File: src/fault_mgr_defines.svh
// register offsets, reset values and timing counts of the fault manager
`ifndef FAULT_MGR_DEFINES_SVH
`define FAULT_MGR_DEFINES_SVH
`define REG_STATE_POS      4'h0
`define REG_IRQ_CAUSE1     4'h1
`define REG_IRQ_CAUSE2     4'h2
`define REG_STATUS_FLAGS   4'h3
`define REG_RESERVED       4'h4
`define REG_COMMAND        4'h5
`define REG_IRQ_MASK1      4'h6
`define REG_IRQ_MASK2      4'h7
`define REG_CONFIG1        4'h8
`define REG_CONFIG2        4'h9
`define REG_VOUT_HIGH      4'hA
`define REG_VOUT_LOW       4'hB
`define REG_CURRENT_LIMIT_CODE           4'hC
`define REG_AUX_LDO        4'hD
`define REG_CONFIG4        4'hE
`define REG_CONFIG5        4'hF
`define RST_COMMAND        8'h00
`define RST_IRQ_MASK1      8'h00
`define RST_IRQ_MASK2      8'h00
`define RST_CONFIG1        8'h28
`define RST_CONFIG2        8'hF3
`define RST_VOUT_HIGH      8'h32
`define RST_VOUT_LOW       8'h10
`define RST_CURRENT_LIMIT_CODE           8'hFF
`define RST_AUX_LDO        8'h30
`define RST_CONFIG4        8'h23
`define RST_CONFIG5        8'h9E
`define CFG2_UV_LATCH_BIT  2
`define CAUSE1_RFREQ_BIT   4
`define CAUSE1_SOFT_TSD    2
`define CAUSE1_HARD_TSD    3
`define CAUSE1_SYNC_BIT    5
`define CAUSE1_INPUT_OVERVOLTAGE_LOCKOUT_BIT    0
`define CAUSE2_OCP_BIT     6
`define CAUSE2_OVP_BIT     5
`define CAUSE2_UVP_BIT     4
`define CAUSE2_LDO_UV_BIT  3
`define CAUSE2_MB_OC_BIT   2
`define CAUSE2_MB_OV_BIT   1
`define CAUSE2_MB_UV_BIT   0
`define OCP_PAIR_COUNT     3'd4
`define RESET_BLANK_US     10
`define HICCUP_WAIT_US     1000
`define CLK_PERIOD_NS      5
`define RESET_BLANK_CYC    (`RESET_BLANK_US * 1000 / `CLK_PERIOD_NS)
`define HICCUP_WAIT_CYC    (`HICCUP_WAIT_US * 1000 / `CLK_PERIOD_NS)
`endif

File: src/fault_mgr_pkg.sv
// types shared by the fault manager
package fault_mgr_pkg;
  typedef enum logic [3:0] {
    ST_NO_POWER    = 4'b0000,
    ST_BIAS_INIT   = 4'b0001,
    ST_BIAS_RESET  = 4'b0010,
    ST_BIAS_ADDR   = 4'b0011,
    ST_BIAS_RAMP   = 4'b0100,
    ST_RFREQ_CHECK = 4'b0101,
    ST_RFREQ_LOOP  = 4'b0110,
    ST_BIAS_READY  = 4'b0111,
    ST_MAIN_EN     = 4'b1000,
    ST_MAIN_RAMP   = 4'b1001,
    ST_MAIN_ON     = 4'b1010,
    ST_MAIN_SHUT   = 4'b1011,
    ST_MAIN_ERROR  = 4'b1100
  } sm_state_t;
  // fault detector inputs, all levels
  typedef struct packed {
    logic input_undervoltage_lockout;
    logic input_overvoltage_lockout;
    logic mini_overcurrent;
    logic mini_overvoltage;
    logic mini_undervoltage;
    logic aux_ldo_undervoltage;
    logic hard_thermal_shutdown;
    logic soft_thermal_shutdown;
    logic sync_error;
    logic output_overvoltage_trip;
    logic output_undervoltage_trip;
    logic cbc_pair;
  } fault_in_t;
  // rail enables driven out
  typedef struct packed {
    logic mini_buck_en;
    logic aux_ldo_en;
    logic main_buck_en;
  } rail_en_t;
endpackage

File: src/protection_fault_manager.sv
// fault response sequencer and byte register map of the regulator
`timescale 1ns/10ps
`include "fault_mgr_defines.svh"
// Function
// - lock-out halts all until both clear
// - mini-buck, LDO, hard thermal faults reset device
// - reset stops rails, blanks, then restarts
// - level 3 faults latch main converter off
// - latched off needs enable low-then-high
// - level 4 faults disable for hiccup time
// - persisting cause repeats hiccup endlessly
// - bad resistor loops validation, never enables
// - resistor loop keeps its cause bit set
// - resistor checked only before bias ready
// - read-only state position register
// - read-only non-interrupt status byte
// - command register resets to zero
// - two masks gate the two cause bytes
// - factory defaults load, others hard-coded
// - voltage code split over two registers
// - current limit register resets all ones
// - aux LDO code register resets 0x30
// - cause bits clear on read if resolved
// - over-current after four detection pairs
// - config bit picks hiccup or latch-off
module protection_fault_manager #(
  parameter int unsigned RESET_BLANK_CYCLES = `RESET_BLANK_CYC,
  parameter int unsigned HICCUP_WAIT_CYCLES = `HICCUP_WAIT_CYC,
  parameter logic [7:0]  FP_IRQ_MASK1       = `RST_IRQ_MASK1,
  parameter logic [7:0]  FP_IRQ_MASK2       = `RST_IRQ_MASK2,
  parameter logic [7:0]  FP_CONFIG1         = `RST_CONFIG1,
  parameter logic [7:0]  FP_CONFIG2         = `RST_CONFIG2,
  parameter logic [7:0]  FP_VOUT_HIGH       = `RST_VOUT_HIGH,
  parameter logic [7:0]  FP_VOUT_LOW        = `RST_VOUT_LOW,
  parameter logic [7:0]  FP_CURRENT_LIMIT_CODE            = `RST_CURRENT_LIMIT_CODE,
  parameter logic [7:0]  FP_AUX_LDO         = `RST_AUX_LDO,
  parameter logic [7:0]  FP_CONFIG4         = `RST_CONFIG4,
  parameter logic [7:0]  FP_CONFIG5         = `RST_CONFIG5
) (
  input  wire logic                      clk_i,
  input  wire logic                      reset_n_i,
  input  wire fault_mgr_pkg::fault_in_t  fault_i,
  input  wire logic                      internal_main_enable_i,
  input  wire logic                      rfreq_valid_i,
  input  wire logic                      rfreq_done_i,
  input  wire logic                      ramp_done_i,
  input  wire logic [7:0]                status_in_i,
  input  wire logic                      reg_wr_i,
  input  wire logic                      reg_rd_i,
  input  wire logic [3:0]                reg_addr_i,
  input  wire logic [7:0]                reg_wdata_i,
  output logic      [7:0]                reg_rdata_o,
  output fault_mgr_pkg::rail_en_t        rail_en_o,
  output logic      [10:0]               output_voltage_code_o,
  output logic      [7:0]                current_limit_code_o,
  output logic      [5:0]                aux_regulator_voltage_o,
  output logic      [7:0]                command_o,
  output logic                           irq_o
);
  import fault_mgr_pkg::*;

  // ==========================================================
  // registers
  sm_state_t   state_reg;
  sm_state_t   state_next;
  logic [31:0] timer_reg;
  logic [2:0]  ocp_cnt_reg;
  logic        ocp_trip_reg;
  logic        latched_reg;
  logic [7:0]  cause1_reg;
  logic [7:0]  cause2_reg;
  logic [7:0]  cfg_reg [5:15];
  logic [7:0]  rdata_next;
  logic        en_seen_low_reg;

  // ==========================================================
  // fault level decode
  wire lvl1 = fault_i.input_undervoltage_lockout | fault_i.input_overvoltage_lockout;
  wire lvl2 = fault_i.mini_overcurrent | fault_i.mini_overvoltage |
              fault_i.mini_undervoltage | fault_i.aux_ldo_undervoltage |
              fault_i.hard_thermal_shutdown;
  wire uv_latch = cfg_reg[`REG_CONFIG2][`CFG2_UV_LATCH_BIT];
  // configured "latch-off"/"hiccup" option applies to the under-voltage trip and the sync error
  wire lvl3 = (fault_i.output_undervoltage_trip & uv_latch) |
              (fault_i.sync_error & uv_latch) |
              fault_i.output_overvoltage_trip | ocp_trip_reg;
  wire lvl4 = (fault_i.output_undervoltage_trip & ~uv_latch) |
              (fault_i.sync_error & ~uv_latch) |
              fault_i.soft_thermal_shutdown;
  wire timer_zero = (timer_reg == 32'd0);
  wire main_phase = (state_reg == ST_MAIN_EN) | (state_reg == ST_MAIN_RAMP) |
                    (state_reg == ST_MAIN_ON);

  // ==========================================================
  // sequencer: severity priority lvl1 > lvl2 > lvl3 > lvl4
  always_comb begin
    state_next = state_reg;
    if (lvl1) begin
      state_next = ST_NO_POWER;
    end else if (lvl2 && state_reg != ST_BIAS_RESET) begin
      state_next = ST_BIAS_RESET;
    end else begin
      case (state_reg)
        ST_NO_POWER:    state_next = ST_BIAS_INIT;
        ST_BIAS_INIT:   state_next = ST_BIAS_ADDR;
        ST_BIAS_RESET:  if (timer_zero && !lvl2) state_next = ST_BIAS_INIT;
        ST_BIAS_ADDR:   state_next = ST_BIAS_RAMP;
        ST_BIAS_RAMP:   if (ramp_done_i) state_next = ST_RFREQ_CHECK;
        ST_RFREQ_CHECK: if (rfreq_done_i) begin
          state_next = rfreq_valid_i ? ST_BIAS_READY : ST_RFREQ_LOOP;
        end
        // loop re-runs validation, never enabling the main converter
        ST_RFREQ_LOOP:  state_next = ST_RFREQ_CHECK;
        ST_BIAS_READY:  if (internal_main_enable_i && en_seen_low_reg && !lvl3 && !lvl4)
                          state_next = ST_MAIN_EN;
        ST_MAIN_EN:     state_next = ST_MAIN_RAMP;
        ST_MAIN_RAMP,
        ST_MAIN_ON: begin
          if (lvl3) state_next = ST_MAIN_ERROR;
          else if (lvl4) state_next = ST_MAIN_SHUT;
          else if (!internal_main_enable_i) state_next = ST_BIAS_READY;
          else if (state_reg == ST_MAIN_RAMP && ramp_done_i) state_next = ST_MAIN_ON;
        end
        // retry after wait; a lasting cause re-enters the wait from MAIN_RAMP
        ST_MAIN_SHUT:   if (timer_zero) state_next = ST_MAIN_EN;
        ST_MAIN_ERROR:  if (!internal_main_enable_i) state_next = ST_BIAS_READY;
        default:        state_next = ST_NO_POWER;
      endcase
    end
  end

  always_ff @(posedge clk_i or negedge reset_n_i) begin
    if (!reset_n_i) begin
      state_reg <= ST_NO_POWER;
    end else begin
      state_reg <= state_next;
    end
  end

  // ==========================================================
  // blanking and hiccup timer loaded on entry to the waiting state
  always_ff @(posedge clk_i or negedge reset_n_i) begin
    if (!reset_n_i) begin
      timer_reg <= 32'd0;
    end else if (state_next == ST_BIAS_RESET && state_reg != ST_BIAS_RESET) begin
      timer_reg <= RESET_BLANK_CYCLES - 32'd1;
    end else if (state_next == ST_MAIN_SHUT && state_reg != ST_MAIN_SHUT) begin
      timer_reg <= HICCUP_WAIT_CYCLES - 32'd1;
    end else if (!timer_zero) begin
      timer_reg <= timer_reg - 32'd1;
    end
  end

  // ==========================================================
  // enable edge tracking: only a latch-off needs enable seen low; reset presets it as seen
  always_ff @(posedge clk_i or negedge reset_n_i) begin
    if (!reset_n_i) begin
      en_seen_low_reg <= 1'b1;
      latched_reg     <= 1'b0;
    end else begin
      if (state_next == ST_MAIN_ERROR) begin
        latched_reg     <= 1'b1;
        en_seen_low_reg <= 1'b0;
      end else if (!internal_main_enable_i) begin
        latched_reg     <= 1'b0;
        en_seen_low_reg <= 1'b1;
      end
    end
  end

  // ==========================================================
  // over-current: four detection pairs within the main phase, gaps allowed; count restarts off-phase
  always_ff @(posedge clk_i or negedge reset_n_i) begin
    if (!reset_n_i) begin
      ocp_cnt_reg  <= 3'd0;
      ocp_trip_reg <= 1'b0;
    end else if (!main_phase) begin
      ocp_cnt_reg  <= 3'd0;
      ocp_trip_reg <= 1'b0;
    end else if (fault_i.cbc_pair) begin
      ocp_cnt_reg  <= (ocp_cnt_reg == `OCP_PAIR_COUNT) ? ocp_cnt_reg : ocp_cnt_reg + 3'd1;
      ocp_trip_reg <= (ocp_cnt_reg + 3'd1 >= `OCP_PAIR_COUNT);
    end
  end

  // ==========================================================
  // cause bits: set wins over clear-on-read, clear only when resolved
  wire [7:0] src1 = {1'b0, 1'b0, fault_i.sync_error, state_reg == ST_RFREQ_LOOP,
                     fault_i.hard_thermal_shutdown, fault_i.soft_thermal_shutdown,
                     1'b0, fault_i.input_overvoltage_lockout};
  wire [7:0] src2 = {1'b0, ocp_trip_reg, fault_i.output_overvoltage_trip,
                     fault_i.output_undervoltage_trip, fault_i.aux_ldo_undervoltage,
                     fault_i.mini_overcurrent, fault_i.mini_overvoltage,
                     fault_i.mini_undervoltage};
  wire rd1 = reg_rd_i & (reg_addr_i == `REG_IRQ_CAUSE1);
  wire rd2 = reg_rd_i & (reg_addr_i == `REG_IRQ_CAUSE2);

  always_ff @(posedge clk_i or negedge reset_n_i) begin
    if (!reset_n_i) begin
      cause1_reg <= 8'h00;
      cause2_reg <= 8'h00;
    end else begin
      cause1_reg <= src1 | (rd1 ? 8'h00 : cause1_reg);
      cause2_reg <= src2 | (rd2 ? 8'h00 : cause2_reg);
    end
  end

  // ==========================================================
  // writable registers 0x05..0x0F; factory defaults are parameters
  localparam logic [7:0] RST_VAL [5:15] = '{`RST_COMMAND, FP_IRQ_MASK1, FP_IRQ_MASK2,
    FP_CONFIG1, FP_CONFIG2, FP_VOUT_HIGH, FP_VOUT_LOW, FP_CURRENT_LIMIT_CODE, FP_AUX_LDO,
    FP_CONFIG4, FP_CONFIG5};
  genvar gi;
  generate
    for (gi = 5; gi <= 15; gi++) begin : g_cfg
      always_ff @(posedge clk_i or negedge reset_n_i) begin
        if (!reset_n_i) begin
          cfg_reg[gi] <= RST_VAL[gi];
        end else if (reg_wr_i && reg_addr_i == 4'(gi)) begin
          cfg_reg[gi] <= reg_wdata_i;
        end
      end
    end
  endgenerate

  // ==========================================================
  // read mux; reserved slot reads zero
  always_comb begin
    case (reg_addr_i)
      `REG_STATE_POS:    rdata_next = {4'h0, state_reg};
      `REG_IRQ_CAUSE1:   rdata_next = cause1_reg;
      `REG_IRQ_CAUSE2:   rdata_next = cause2_reg;
      `REG_STATUS_FLAGS: rdata_next = status_in_i;
      `REG_RESERVED:     rdata_next = 8'h00;
      default:           rdata_next = cfg_reg[reg_addr_i];
    endcase
  end

  // ==========================================================
  // outputs, all registered
  always_ff @(posedge clk_i or negedge reset_n_i) begin
    if (!reset_n_i) begin
      reg_rdata_o             <= 8'h00;
      rail_en_o               <= '0;
      output_voltage_code_o   <= 11'h000;
      current_limit_code_o    <= 8'h00;
      aux_regulator_voltage_o <= 6'h00;
      command_o               <= 8'h00;
      irq_o                   <= 1'b0;
    end else begin
      if (reg_rd_i) reg_rdata_o <= rdata_next;
      rail_en_o.mini_buck_en  <= (state_next != ST_NO_POWER) &&
                                 (state_next != ST_BIAS_RESET);
      rail_en_o.aux_ldo_en    <= state_next >= ST_BIAS_RAMP && state_next != ST_BIAS_RESET;
      rail_en_o.main_buck_en  <= (state_next == ST_MAIN_RAMP) || (state_next == ST_MAIN_ON);
      output_voltage_code_o   <= {cfg_reg[`REG_VOUT_HIGH], cfg_reg[`REG_VOUT_LOW][7:5]};
      current_limit_code_o    <= cfg_reg[`REG_CURRENT_LIMIT_CODE];
      aux_regulator_voltage_o <= cfg_reg[`REG_AUX_LDO][5:0];
      command_o               <= cfg_reg[`REG_COMMAND];
      irq_o <= |(cause1_reg & ~cfg_reg[`REG_IRQ_MASK1]) |
               |(cause2_reg & ~cfg_reg[`REG_IRQ_MASK2]);
    end
  end

  // ==========================================================
  // assertions
  property p_lockout_halts;
    @(posedge clk_i) disable iff (!reset_n_i) lvl1 |=> state_reg == ST_NO_POWER;
  endproperty
  a_lockout_halts: assert property (p_lockout_halts) else $error("lockout not halted");
  property p_lvl2_reset;
    @(posedge clk_i) disable iff (!reset_n_i) (lvl2 && !lvl1) |=> state_reg == ST_BIAS_RESET;
  endproperty
  a_lvl2_reset: assert property (p_lvl2_reset) else $error("no reset sequence");
  property p_blank_rails_off;
    @(posedge clk_i) disable iff (!reset_n_i)
      state_reg == ST_BIAS_RESET |-> !rail_en_o.mini_buck_en && !rail_en_o.aux_ldo_en;
  endproperty
  a_blank_rails_off: assert property (p_blank_rails_off) else $error("rail on in blank");
  property p_latch_off;
    @(posedge clk_i) disable iff (!reset_n_i)
      (state_reg == ST_MAIN_ERROR && internal_main_enable_i && !lvl1 && !lvl2)
      |=> state_reg == ST_MAIN_ERROR;
  endproperty
  a_latch_off: assert property (p_latch_off) else $error("latch released early");
  property p_no_restart;
    @(posedge clk_i) disable iff (!reset_n_i)
      (state_reg == ST_BIAS_READY && !en_seen_low_reg) |=> state_reg != ST_MAIN_EN;
  endproperty
  a_no_restart: assert property (p_no_restart) else $error("restart without toggle");
  property p_hiccup_off;
    @(posedge clk_i) disable iff (!reset_n_i)
      state_reg == ST_MAIN_SHUT |=> !rail_en_o.main_buck_en;
  endproperty
  a_hiccup_off: assert property (p_hiccup_off) else $error("main on in hiccup");
  property p_rfreq_loop;
    @(posedge clk_i) disable iff (!reset_n_i)
      state_reg == ST_RFREQ_LOOP |=> cause1_reg[`CAUSE1_RFREQ_BIT] && !rail_en_o.main_buck_en;
  endproperty
  a_rfreq_loop: assert property (p_rfreq_loop) else $error("rfreq loop wrong");
  property p_ocp_count;
    @(posedge clk_i) disable iff (!reset_n_i)
      (main_phase && fault_i.cbc_pair && ocp_cnt_reg == 3'd3) |=> ocp_trip_reg;
  endproperty
  a_ocp_count: assert property (p_ocp_count) else $error("ocp not declared");
  // the latch-off memory keeps the main converter dark until enable drops
  property p_latch_holds;
    @(posedge clk_i) disable iff (!reset_n_i)
      latched_reg |-> !rail_en_o.main_buck_en;
  endproperty
  a_latch_holds: assert property (p_latch_holds) else $error("main on while latched");
  property p_blank_restart;
    @(posedge clk_i) disable iff (!reset_n_i)
      (state_reg == ST_BIAS_RESET && timer_zero && !lvl1 && !lvl2)
      |=> rail_en_o.mini_buck_en;
  endproperty
  a_blank_restart: assert property (p_blank_restart) else $error("mini not restarted");
  // each hiccup entry reloads the full wait, so every retry gap is equal
  property p_hiccup_len;
    @(posedge clk_i) disable iff (!reset_n_i)
      ((state_reg == ST_MAIN_RAMP || state_reg == ST_MAIN_ON) &&
       lvl4 && !lvl3 && !lvl1 && !lvl2) |=> timer_reg == HICCUP_WAIT_CYCLES - 32'd1;
  endproperty
  a_hiccup_len: assert property (p_hiccup_len) else $error("hiccup wait not reloaded");
  property p_hiccup_retry;
    @(posedge clk_i) disable iff (!reset_n_i)
      (state_reg == ST_MAIN_SHUT && timer_zero && !lvl1 && !lvl2)
      |=> state_reg == ST_MAIN_EN;
  endproperty
  a_hiccup_retry: assert property (p_hiccup_retry) else $error("no retry after wait");
  property p_rfreq_fail;
    @(posedge clk_i) disable iff (!reset_n_i)
      (state_reg == ST_RFREQ_CHECK && rfreq_done_i && !rfreq_valid_i && !lvl1 && !lvl2)
      |=> state_reg == ST_RFREQ_LOOP;
  endproperty
  a_rfreq_fail: assert property (p_rfreq_fail) else $error("bad resistor accepted");
  // once bias is ready the resistor is not probed again until a lock-out or reset sequence
  property p_no_recheck;
    @(posedge clk_i) disable iff (!reset_n_i)
      (state_reg >= ST_BIAS_READY && !lvl1 && !lvl2)
      |=> state_reg != ST_RFREQ_CHECK && state_reg != ST_RFREQ_LOOP;
  endproperty
  a_no_recheck: assert property (p_no_recheck) else $error("resistor checked again");
  property p_uv_select;
    @(posedge clk_i) disable iff (!reset_n_i)
      (state_reg == ST_MAIN_ON && fault_i.output_undervoltage_trip && !lvl1 && !lvl2 &&
       !fault_i.output_overvoltage_trip && !ocp_trip_reg)
      |=> state_reg == ($past(uv_latch) ? ST_MAIN_ERROR : ST_MAIN_SHUT);
  endproperty
  a_uv_select: assert property (p_uv_select) else $error("wrong uv response");
  // without a read no cause2 bit may drop, whatever its source does
  property p_cause_hold;
    @(posedge clk_i) disable iff (!reset_n_i)
      !rd2 |=> &(cause2_reg | ~$past(cause2_reg));
  endproperty
  a_cause_hold: assert property (p_cause_hold) else $error("cause bit lost unread");
endmodule

File: config.mk
export PLATFORM = sky130hd
export DESIGN_NAME = protection_fault_manager
export DESIGN_NICKNAME = d
export VERILOG_FILES = /design/src/fault_mgr_pkg.sv /design/src/protection_fault_manager.sv
export VERILOG_INCLUDE_DIRS = /design/src
export SDC_FILE = /design/constraint.sdc
export NUM_CORES = 1
export LEC_CHECK = 0
export BUFFER_PORTS_ARGS = -buffer_cell sky130_fd_sc_hd__clkbuf_2
export CAP_MARGIN = 10
export CORE_AREA = 3 3 133 109
export DETAILED_ROUTE_END_ITERATION = 8
export DIE_AREA = 0 0 136 112
export PLACE_DENSITY = 0.86
export SETUP_SLACK_MARGIN = 0.5
export SYNTH_ARGS = -nofsm -noshare
export SYNTH_HDL_FRONTEND = slang
export SYNTH_SLANG_ARGS = --single-unit
File: constraint.sdc
create_clock -name clk_i -period 5.95 [get_ports clk_i]
set_clock_uncertainty 0.05 [all_clocks]
set_input_delay 0.2975 -clock clk_i [delete_from_list [all_inputs] [get_ports clk_i]]
set_output_delay 0.2975 -clock clk_i [all_outputs]
set_load 0.02 [all_outputs]
==> results by group, run 1 <==
Timing
  • Finish-stage setup viols: 0
  • Headroom to the max-slew limit: 34.9%
  • Worst Tran Pin Value: 0.973 ns
  • TNS Setup: 0 ns
  • Final period util: 59.1%
  • RSZ-0062 raised after global routing: false
  • Final Hold Viols: 0
  • Fin. max-slew vios: 0
  • Max Freq: 284 MHz
  • Min Tclk post-route: 3.52 ns

Clocking
  • CTS clk-pin slew, worst paths: 0.07 ns
  • Clock sinks: 186
  • H-tree levels: 4
  • Post-cts gate resize count: 0
  • Clock buffer depth: 2
  • Later-pin clock latency in the skew report: 0.43 ns
  • Root buffer cell: clkbuf_16
  • CTS tree: built
  • TritonCTS Buffers: 17
  • Post CTS Setup Buffer Count: 0

Drt
  • Vias per cell: 6.18
  • Total wire length: 19.2 mm
  • Wirelength per Cell: 20.5 µm
  • Via count: 5798
  • DR pass1 iterations: 5
  • Drt first-iter violations: 578
  • Post-route ant nets: 0
  • DR DRC count: 0

Finish
  • Synth-to-layout area growth: 12.9%
  • FF+latch area: 4690 µm²
  • Post-route insts no fill: 938
  • Multi-input logic area: 3550 µm²
  • Share of layout cells above drive strength 1: 37.1%
  • ANT cells: 0
  • Fill count: 888
  • Number of flip-flops under the largest register name: 88
  • Final nets: 788

Worst hold path
  • Min-Delay Startpoint: fault_i[6]
  • Tightest Hold Check Type: in2reg

Worst setup path
  • R2r endpoint: timer_reg[3]
  • Worst endpoint required time: 6.18 ns
  • Critical Path Source Type: flip-flop
  • R2R depth: 9
  • CP Launch Point: timer_reg[0]
  • Arrival time at the worst endpoint: 3.74 ns
  • Critical R2R Launch: timer_reg[0]
  • Critical path endpoint: timer_reg[3]
  • Critical path fanouts, max: 14
  • Critical path type: reg2reg
  • R2R Setup Slk: 2.43 ns
  • CP Capture Type: flip-flop

Floorplanning
  • Die W: 136 µm
  • Initial Utilization: 63.2%
  • Die H: 112 µm
  • FP Rows: 38
  • Core Area: 13400 µm²
  • Die area: 15200 µm²
  • # IOs: 85

GRT
  • GRT overflow: 0
  • Global Route Usage Sum: 27.0%
  • Initial antenna violation count: 0
  • First-pass GRT wire length: 31.9 mm
  • Pin count of the biggest net entering global routing: 67
  • Number of global-route vias before repair: 6013

Synthesis
  • Yosys warns: 0
  • Cell taking the most area after synthesis: dfrtp_1
  • Ys async rst share: 100%
  • Share of the synthesized area in the top cell type: 45.8%
  • Mapped Area: 8480 µm²
  • Syn nets: 716
  • Most common cell in the synthesized netlist: dfrtp_1
  • Post-synth EDFFs: 0
  • Synth top cells by count: 155 x dfrtp_1, 97 x mux2_2, 66 x nor2_1
  • Syn Area/Cell: 12.6 µm²
  • Unique cell type count in the Yosys netlist: 63
  • Sequential-to-total area share from yosys stat: 55.4%
  • Syn Inst Count: 673
  • Synth top area cells: dfrtp_1 46%, mux2_2 13%, dfstp_2 9.6%
  • Synth Register Bits: 186
  • Top FF cell, synth: dfrtp_1

Placement
  • RD Place Congestion: 0.908
  • PortBufs: 84
  • DP HPWL: 12.9 mm
  • Dpl cells: 905

Power
  • Leakage: 4.21 nW
  • Maximum vdd drop: 0.292 mV
  • Pwr Density: 345 nW/µm²

Job
  • Max Cap Violations: 0

Run status
  • Status: completed
## worst min path at each step
stage	endpoint	slack (ns)	cells past startpoint
finish	cause2_reg[3]	0.02	2
global route	cause1_reg[3]	0.03	2
CTS	cause2_reg[3]	0.02	2
detailed placement	current_limit_code_o[5]	0.24	1
global placement	current_limit_code_o[5]	0.22	1
floorplan	aux_regulator_voltage_o[0]	-0.05	0
## critical path, stage by stage, from the launching register on
cell and delay, ns:
dfrtp_1 0.41, inv_1 0.11, ha_1 0.19, or3b_1 0.50, nor4_4 0.47, and3_1 0.60, o2111a_1 0.29, or4b_1 0.34
and2b_4 0.27, o21ai_0 0.12
## layout make-up
cell class,count,share of cell area (%)
clock buffers,18,4.49
clock inverters,14,1.33
inverters,21,0.824
multi-input cells,430,37.1
flip-flops and latches,186,49.1
well taps,180,2.35
repair buffers,89,4.88
## metal layers
| layer | vias up | track usage [%] | share of wire, % |
|---|---|---|---|
| met5 | - | 0 | 0 |
| met4 | 0 | 10.1 | 1.9 |
| met3 | 38 | 6.78 | 7.0 |
| met2 | 247 | 41.5 | 49 |
| met1 | 2951 | 37.9 | 43 |
| li1 | 2562 | - | - |
## where the power goes
group	internal [mW]	leakage [nW]	switching, mW
Combinational	0.278	1.74	0.291
Clock	0.576	0.250	0.492
Sequential	1.52	2.22	0.141
## through the flow
stage                     util [%]  worst slack [ns]  area (µm²)  power [mW]  hold slack (ns)
after floorplan                  -              3.07        8480        2.03          -0.0481
after global placement        67.1              2.65        9000        2.20            0.224
after detailed placement      67.1              2.49        9000        2.24            0.239
after CTS                     71.4              2.47        9570        3.31           0.0220
after global routing          71.4              2.20        9570        3.43           0.0269
final                         71.4              2.43        9570        3.30           0.0248
## cells by family (layout without fill, tap and decap cells)
logic type	Yosys count	in the layout	synth area share [%]
xor gates and xnor gates	31	31	3.20
AOI/OAI and AO/OA	91	91	7.23
adders and majority gates	3	3	0.443
muxes	129	129	20.2
and+or+nand+nor	176	176	10.7
buffers and inverters	57	142	2.79
DFF	186	186	55.4
## repair_timing
item                       4_1_cts  5_1_grt
hold endpoints to repair        45        0
setup endpoints to repair        0        0
hold buffers                     1        0
## layout by cell type (no fill, tap or decap), types with 8 or more instances in the layout
cell and instances:
xor2_1 13, nand2_1 34, clkbuf_2 83, xnor2_1 18, a21o_1 13, inv_1 21
clkbuf_16 17, a21oi_1 19, mux4_2 24, nor2b_1 8, mux2_2 97, mux2i_1 8
nor2_1 66, dfstp_2 31, nor3_1 9, dfrtp_1 155, o21ai_0 17
Note: power is estimated with default switching activity, not from simulation.
==> inputs of run 2 (changes only) <==
- CORE_AREA: 3 3 133 109 -> 3 3 146 120
- DIE_AREA: 0 0 136 112 -> 0 0 149 123
- PLACE_DENSITY: 0.86 -> 0.75
- clock period: 5.95 -> 3.1 ns (I/O delays scaled with it)
==> results by group, run 2 (synthesized netlist as in run 1, its figures left out) <==
Run status
  • Status: completed

Floorplanning
  • FP Rows: 42 (+11%)
  • Die area: 18300 µm² (+20%)
  • Die H: 123 µm (+9.8%)
  • Core Area: 16300 µm² (+22%)
  • # IOs: 85 (unchanged)
  • Initial Utilization: 52.0% (-11 points)
  • Die W: 149 µm (+9.6%)

Power
  • Seq pwr share: 47.8% (-2.5 points)
  • Sw Ratio: 27.8% (-0.28 points)
  • Net load switching power: 1.84 mW (+99%)
  • Leakage: 4.55 nW (+7.9%)
  • Combinational Power Share: 17.6% (+0.3 points)
  • Clock Power Share: 34.7% (+2.3 points)
  • Final total power: 6.64 mW (+100%)
  • Pwr Density: 649 nW/µm² (+88%)
  • Maximum vdd drop: 0.375 mV (+29%)
  • Int Power: 4.80 mW (+100%)

Placement
  • RD Place Congestion: 0.937 (+3.1%)
  • Pre-CTS setup slack: 0.210 ns (-2.28 ns)
  • DP HPWL: 14.5 mm (+12%)
  • PortBufs: 84 (unchanged)

Drt
  • Met1 Routed Length: 8.85 mm (+8.3%)
  • DR DRC count: 0 (unchanged)
  • Drt first-iter violations: 580 (+0.35%)
  • Uppermost routed layer: met4
  • Vias per cell: 5.85 (-5.3%)
  • Via count: 6062 (+4.6%)
  • DR pass1 iterations: 5 (unchanged)
  • Routed length on met2: 9.94 mm (+6.6%)
  • Wirelength per Cell: 19.8 µm (-3.1%)
  • Met3 WL: 1.43 mm (+6.2%)
  • Total wire length: 20.6 mm (+7.0%)
  • Post-route ant nets: 0 (unchanged)

Worst setup path
  • Crit path max-delay family: simple AND/OR/NAND/NOR gates
  • R2R Setup Slk: 0.45 ns (-1.98 ns)
  • Critical Path Source Type: flip-flop
  • Critical path fanouts, max: 8 (-6)
  • Worst path buffer plus inverter count: 0 (-1)
  • Critical path type: reg2reg
  • Arrival time at the worst endpoint: 2.92 ns (-0.82 ns)
  • Max stage delay cell, worst path: or4_4
  • Most used cell, CP: nand4_1
  • Worst endpoint required time: 3.37 ns (-2.81 ns)
  • R2R depth: 7 (-2)
  • Crit-path cells: or4_4, nor4_4, nand4_1, nand4_1, or4b_4, and2b_4, nor3b_4
  • R2r endpoint: timer_reg[12]
  • CP Capture Type: flip-flop
  • Critical R2R Launch: timer_reg[9]
  • Crit-path max cell delay: 0.58 ns (-0.02 ns)

Finish
  • Most frequent cells in the layout: 149 x dfrtp_1, 97 x mux2_2, 83 x clkbuf_2
  • Share of layout cells above drive strength 1: 42.8% (+5.7 points)
  • Commonest non-fill, non-tap cell in the layout: dfrtp_1
  • Final nets: 846 (+7.4%)
  • Synth-to-layout area growth: 20.9%
  • ANT cells: 0 (unchanged)
  • Number of flip-flops under the largest register name: 88 (unchanged)

Timing
  • Finish-stage setup viols: 0 (unchanged)
  • Worst setup margin: 0.449 ns (-1.98 ns)
  • Min Tclk post-route: 2.65 ns (-0.866 ns)
  • Fin. max-slew vios: 0 (unchanged)
  • Worst hold margin: 0.0521 ns (+0.0273 ns)
  • Worst Tran Pin Value: 0.857 ns (-0.115 ns)
  • TNS Setup: 0 ns (unchanged)
  • RSZ-0062 raised after global routing: true
  • Final period util: 85.5% (+26 points)
  • Max Freq: 377 MHz (+33%)
  • Final Hold Viols: 0 (unchanged)
  • Headroom to the max-slew limit: 42.5% (+7.6 points)

Worst hold path
  • Tightest Hold Check Type: in2reg
  • Hold Crit Depth: 3 (+1)
  • Hold path endpoint: state_reg[1]
  • Min-Delay Startpoint: fault_i[11]

GRT
  • Global Route Usage Sum: 23.5% (-3.6 points)
  • Initial antenna violation count: 0 (unchanged)
  • GRT overflow: 0 (unchanged)
  • Pin count of the biggest net entering global routing: 95 (+42%)
  • Number of global-route vias before repair: 6168 (+2.6%)
  • First-pass GRT wire length: 32.9 mm (+3.1%)

Clocking
  • H-tree levels: 4 (unchanged)
  • Root buffer cell: clkbuf_16
  • Clock buffer depth: 2 (unchanged)
  • TritonCTS Buffers: 17 (unchanged)
  • Clock sinks: 186 (unchanged)
  • CTS clk-pin slew, worst paths: 0.07 ns (about the same)
  • Later-pin clock latency in the skew report: 0.44 ns (about the same)
  • CTS tree: built

Job
  • Max Cap Violations: 0 (unchanged)
==> run 2: how the worst max path moves through the flow <==
stage	from	end	slack, ns	depth (start not counted)
finish	timer_reg[9]	timer_reg[12]	0.45	7
global placement	timer_reg[1]	rail_en_o[2]	0.28	11
detailed placement	timer_reg[0]	rail_en_o[2]	0.21	11
CTS	timer_reg[0]	timer_reg[12]	0.50	9
global route	timer_reg[9]	timer_reg[12]	0.38	7
floorplan	timer_reg[1]	timer_reg[12]	0.32	11
==> run 2: worst register-to-register path, stage by stage, from the launching register on <==
cell	delay (ns)
dfrtp_1	0.43
or4_4	0.58
nor4_4	0.31
nand4_1	0.14
nand4_1	0.12
or4b_4	0.53
and2b_4	0.23
nor3b_4	0.15
==> run 2: repair_timing <==
| action | CTS | global route |
|---|---|---|
| hold buffers | 12 | 0 |
| endpoints found under the hold margin | 78 | 0 |
| setup buffers | 7 | 13 |
| gates cloned | 0 | 0 |
| endpoints found under the setup margin | 35 | 29 |
| pin swaps | 1 | 5 |
| resized for setup | 14 | 7 |
==> run 2: cell type report <==
type / instances / area [µm²]
clock buffer: 17 / 425
clock inverter: 15 / 208
fill: 1226 / 6050
inverter: 21 / 78.8
multi-input combinational: 430 / 3620
sequential: 186 / 4700
tap: 220 / 275
timing repair buffer: 147 / 933
==> run 2: power groups by stage <==
stage	Clock [mW]	Combinational (mW)	Sequential, mW
2_1_floorplan	0	0.611	3.29
3_3_place_gp	0	1.08	3.19
3_5_place_dp	0	1.12	3.22
4_1_cts	2.34	1.17	3.18
5_1_grt	2.45	1.26	3.23
6_report	2.30	1.17	3.17
==> run 2: routing by layer <==
metal	global-route usage (%)	vias up
li1	-	2674
met1	32.7	3107
met2	37.4	253
met3	5.20	28
met4	7.15	0
met5	0	-
==> run 2: per-stage QoR <==
| step | instances | utilization (%) | cell area (µm²) |
|---|---|---|---|
| 2_1_floorplan | 673 | - | 8500 |
| 3_3_place_gp | 972 | 56.9 | 9270 |
| 3_5_place_dp | 972 | 56.9 | 9270 |
| 4_1_cts | 1023 | 62.2 | 10100 |
| 5_1_grt | 1036 | 62.9 | 10200 |
| 6_report | 1036 | 62.9 | 10200 |
==> inputs of run 3 (changes only) <==
- CAP_MARGIN: 10 -> not set
- PLACE_DENSITY: 0.75 -> not set
- PLACE_DENSITY_LB_ADDON: not set -> 0.05
==> results by group, run 3 (synthesized netlist as in run 1, its figures left out) <==
GRT
  • Number of global-route vias before repair: 5943 (-3.6%)
  • GRT overflow: 0 (unchanged)
  • Initial antenna violation count: 0 (unchanged)
  • Global Route Usage Sum: 23.0% (-0.46 points)
  • First-pass GRT wire length: 32.5 mm (-1.1%)
  • Pin count of the biggest net entering global routing: 83 (-13%)

Floorplanning
  • Die W: 149 µm (unchanged)
  • FP Rows: 42 (unchanged)
  • Die area: 18300 µm² (unchanged)
  • Die H: 123 µm (unchanged)
  • # IOs: 85 (unchanged)
  • Initial Utilization: 52.0% (unchanged)
  • Core Area: 16300 µm² (unchanged)

Finish
  • Commonest non-fill, non-tap cell in the layout: dfrtp_1
  • Fill count: 1300 (+6.0%)
  • Fin util: 62.7% (-0.20 points)
  • Most frequent cells in the layout: 150 x dfrtp_1, 97 x mux2_2, 83 x clkbuf_2
  • Post-route insts no fill: 1029 (-0.68%)
  • Final nets: 839 (-0.83%)
  • Number of flip-flops under the largest register name: 88 (unchanged)
  • ANT cells: 0 (unchanged)
  • Share of layout cells above drive strength 1: 42.0% (-0.74 points)
  • Synth-to-layout area growth: 20.5%

Power
  • Leakage: 4.52 nW (-0.52%)
  • Combinational Power Share: 17.5% (about the same)
  • Maximum vdd drop: 0.466 mV (+24%)
  • Sw Ratio: 27.0% (-0.75 points)
  • Seq pwr share: 48.2% (+0.4 points)
  • Int Power: 4.80 mW (about the same)
  • Final total power: 6.57 mW (-1.1%)
  • Pwr Density: 643 nW/µm² (-0.79%)
  • Clock Power Share: 34.3% (-0.4 points)
  • Net load switching power: 1.77 mW (-3.8%)

Clocking
  • Clock buffer depth: 2 (unchanged)
  • H-tree levels: 4 (unchanged)
  • Root buffer cell: clkbuf_16
  • CTS tree: built
  • CTS clk-pin slew, worst paths: 0.07 ns (about the same)
  • Clock sinks: 186 (unchanged)
  • Later-pin clock latency in the skew report: 0.43 ns (about the same)
  • TritonCTS Buffers: 17 (unchanged)

Timing
  • Finish-stage setup viols: 0 (unchanged)
  • Min Tclk post-route: 2.67 ns (+0.0168 ns)
  • Final Hold Viols: 0 (unchanged)
  • Headroom to the max-slew limit: 46.9% (+4.4 points)
  • TNS Setup: 0 ns (unchanged)
  • Max Freq: 375 MHz (-0.63%)
  • Worst Tran Pin Value: 0.796 ns (-0.0614 ns)
  • Fin. max-slew vios: 0 (unchanged)
  • Final period util: 86.0% (+0.54 points)
  • RSZ-0062 raised after global routing: true
  • Worst setup margin: 0.433 ns (-0.0168 ns)

Worst setup path
  • Critical path type: reg2reg
  • Worst endpoint required time: 3.36 ns (about the same)
  • Critical Path Source Type: flip-flop
  • Critical path fanouts, max: 8 (unchanged)
  • CP Capture Type: flip-flop
  • Arrival time at the worst endpoint: 2.93 ns (about the same)

Placement
  • RD Place Congestion: 0.875 (-6.5%)
  • Dpl cells: 968 (-0.41%)
  • DP HPWL: 13.8 mm (-4.8%)
  • Pre-CTS setup slack: 0.230 ns (+0.0195 ns)
  • PortBufs: 84 (unchanged)

Job
  • Max Cap Violations: 0 (unchanged)

Drt
  • Via count: 5792 (-4.5%)
  • Total wire length: 19.9 mm (-3.1%)
  • DR pass1 iterations: 5 (unchanged)
  • Wirelength per Cell: 19.4 µm (-2.4%)
  • DR DRC count: 0 (unchanged)
  • Post-route ant nets: 0 (unchanged)
  • Drt first-iter violations: 525 (-9.5%)
  • Vias per cell: 5.63 (-3.8%)

Worst hold path
  • Tightest Hold Check Type: in2reg

Run status
  • Status: completed
[run 3: cell types whose count changed in the layout (fill, tap and decap cells not counted), sizes merged]
cell      delta
buf          -8
clkbuf       +2
clkinv       +2
clkinvlp     -1
inv          -3
nand2        +1
[run 3: layout make-up]
class	count	area [µm²]	area share, %
Tap cell	220	275	2.70
Multi-Input combinational cell	431	3650	35.8
Clock inverter	13	164	1.60
Timing Repair Buffer	139	898	8.80
Inverter	21	78.8	0.772
Clock buffer	19	443	4.34
Sequential cell	186	4700	46.0
[run 3: worst paths after layout]
kind / from / to / slack (ns) / depth (start not counted)
min: internal_main_enable_i / en_seen_low_reg / 0.07 / 3
max in group asynchronous: reset_n_i / en_seen_low_reg / 1.86 / 3
max: timer_reg[4] / timer_reg[12] / 0.43 / 7
min reg2reg: cfg_reg[39] / output_voltage_code_o[2] / 0.34 / 0
max reg2reg: timer_reg[4] / timer_reg[12] / 0.43 / 7
min in group asynchronous: reset_n_i / current_limit_code_o[1] / 0.27 / 2
[run 3: what timing repair did]
item | in CTS | in global routing
gates cloned | 1 | 0
pin swaps | 5 | 6
buffers inserted | 8 | 8
gates resized for setup | 13 | 10
hold buffers | 12 | 0
endpoints found under the hold margin | 75 | 0
endpoints found under the setup margin | 32 | 34
[run 3: layer usage]
metal / GRT usage, % / part of all wire (%)
met1: 35.1 / 48
met3: 4.29 / 4.5
met5: 0 / 0
met4: 4.52 / 0.67
met2: 35.0 / 47
[run 3: metrics by stage]
stage          hold slack [ns]  instance area, µm²
2_1_floorplan           -0.191                8500
3_3_place_gp             0.194                9260
3_5_place_dp             0.198                9260
4_1_cts                 0.0592               10100
5_1_grt                 0.0796               10200
6_report                0.0721               10200
[run 3: worst max-delay path, stage by stage (launching register included)]
cell and delay (ns):
dfrtp_1 0.39, or4_4 0.59, nor4_4 0.31, nand4_1 0.19
nand4_1 0.13, or4b_4 0.52, and2b_4 0.23, nor3b_4 0.15
[run 3: power by group through the flow]
stage               clock network [mW]  logic, mW  registers (mW)
floorplan                            0      0.611            3.29
global placement                     0       1.08            3.19
detailed placement                   0       1.10            3.22
CTS                               2.30       1.16            3.17
global route                      2.41       1.25            3.23
finish                            2.25       1.15            3.17
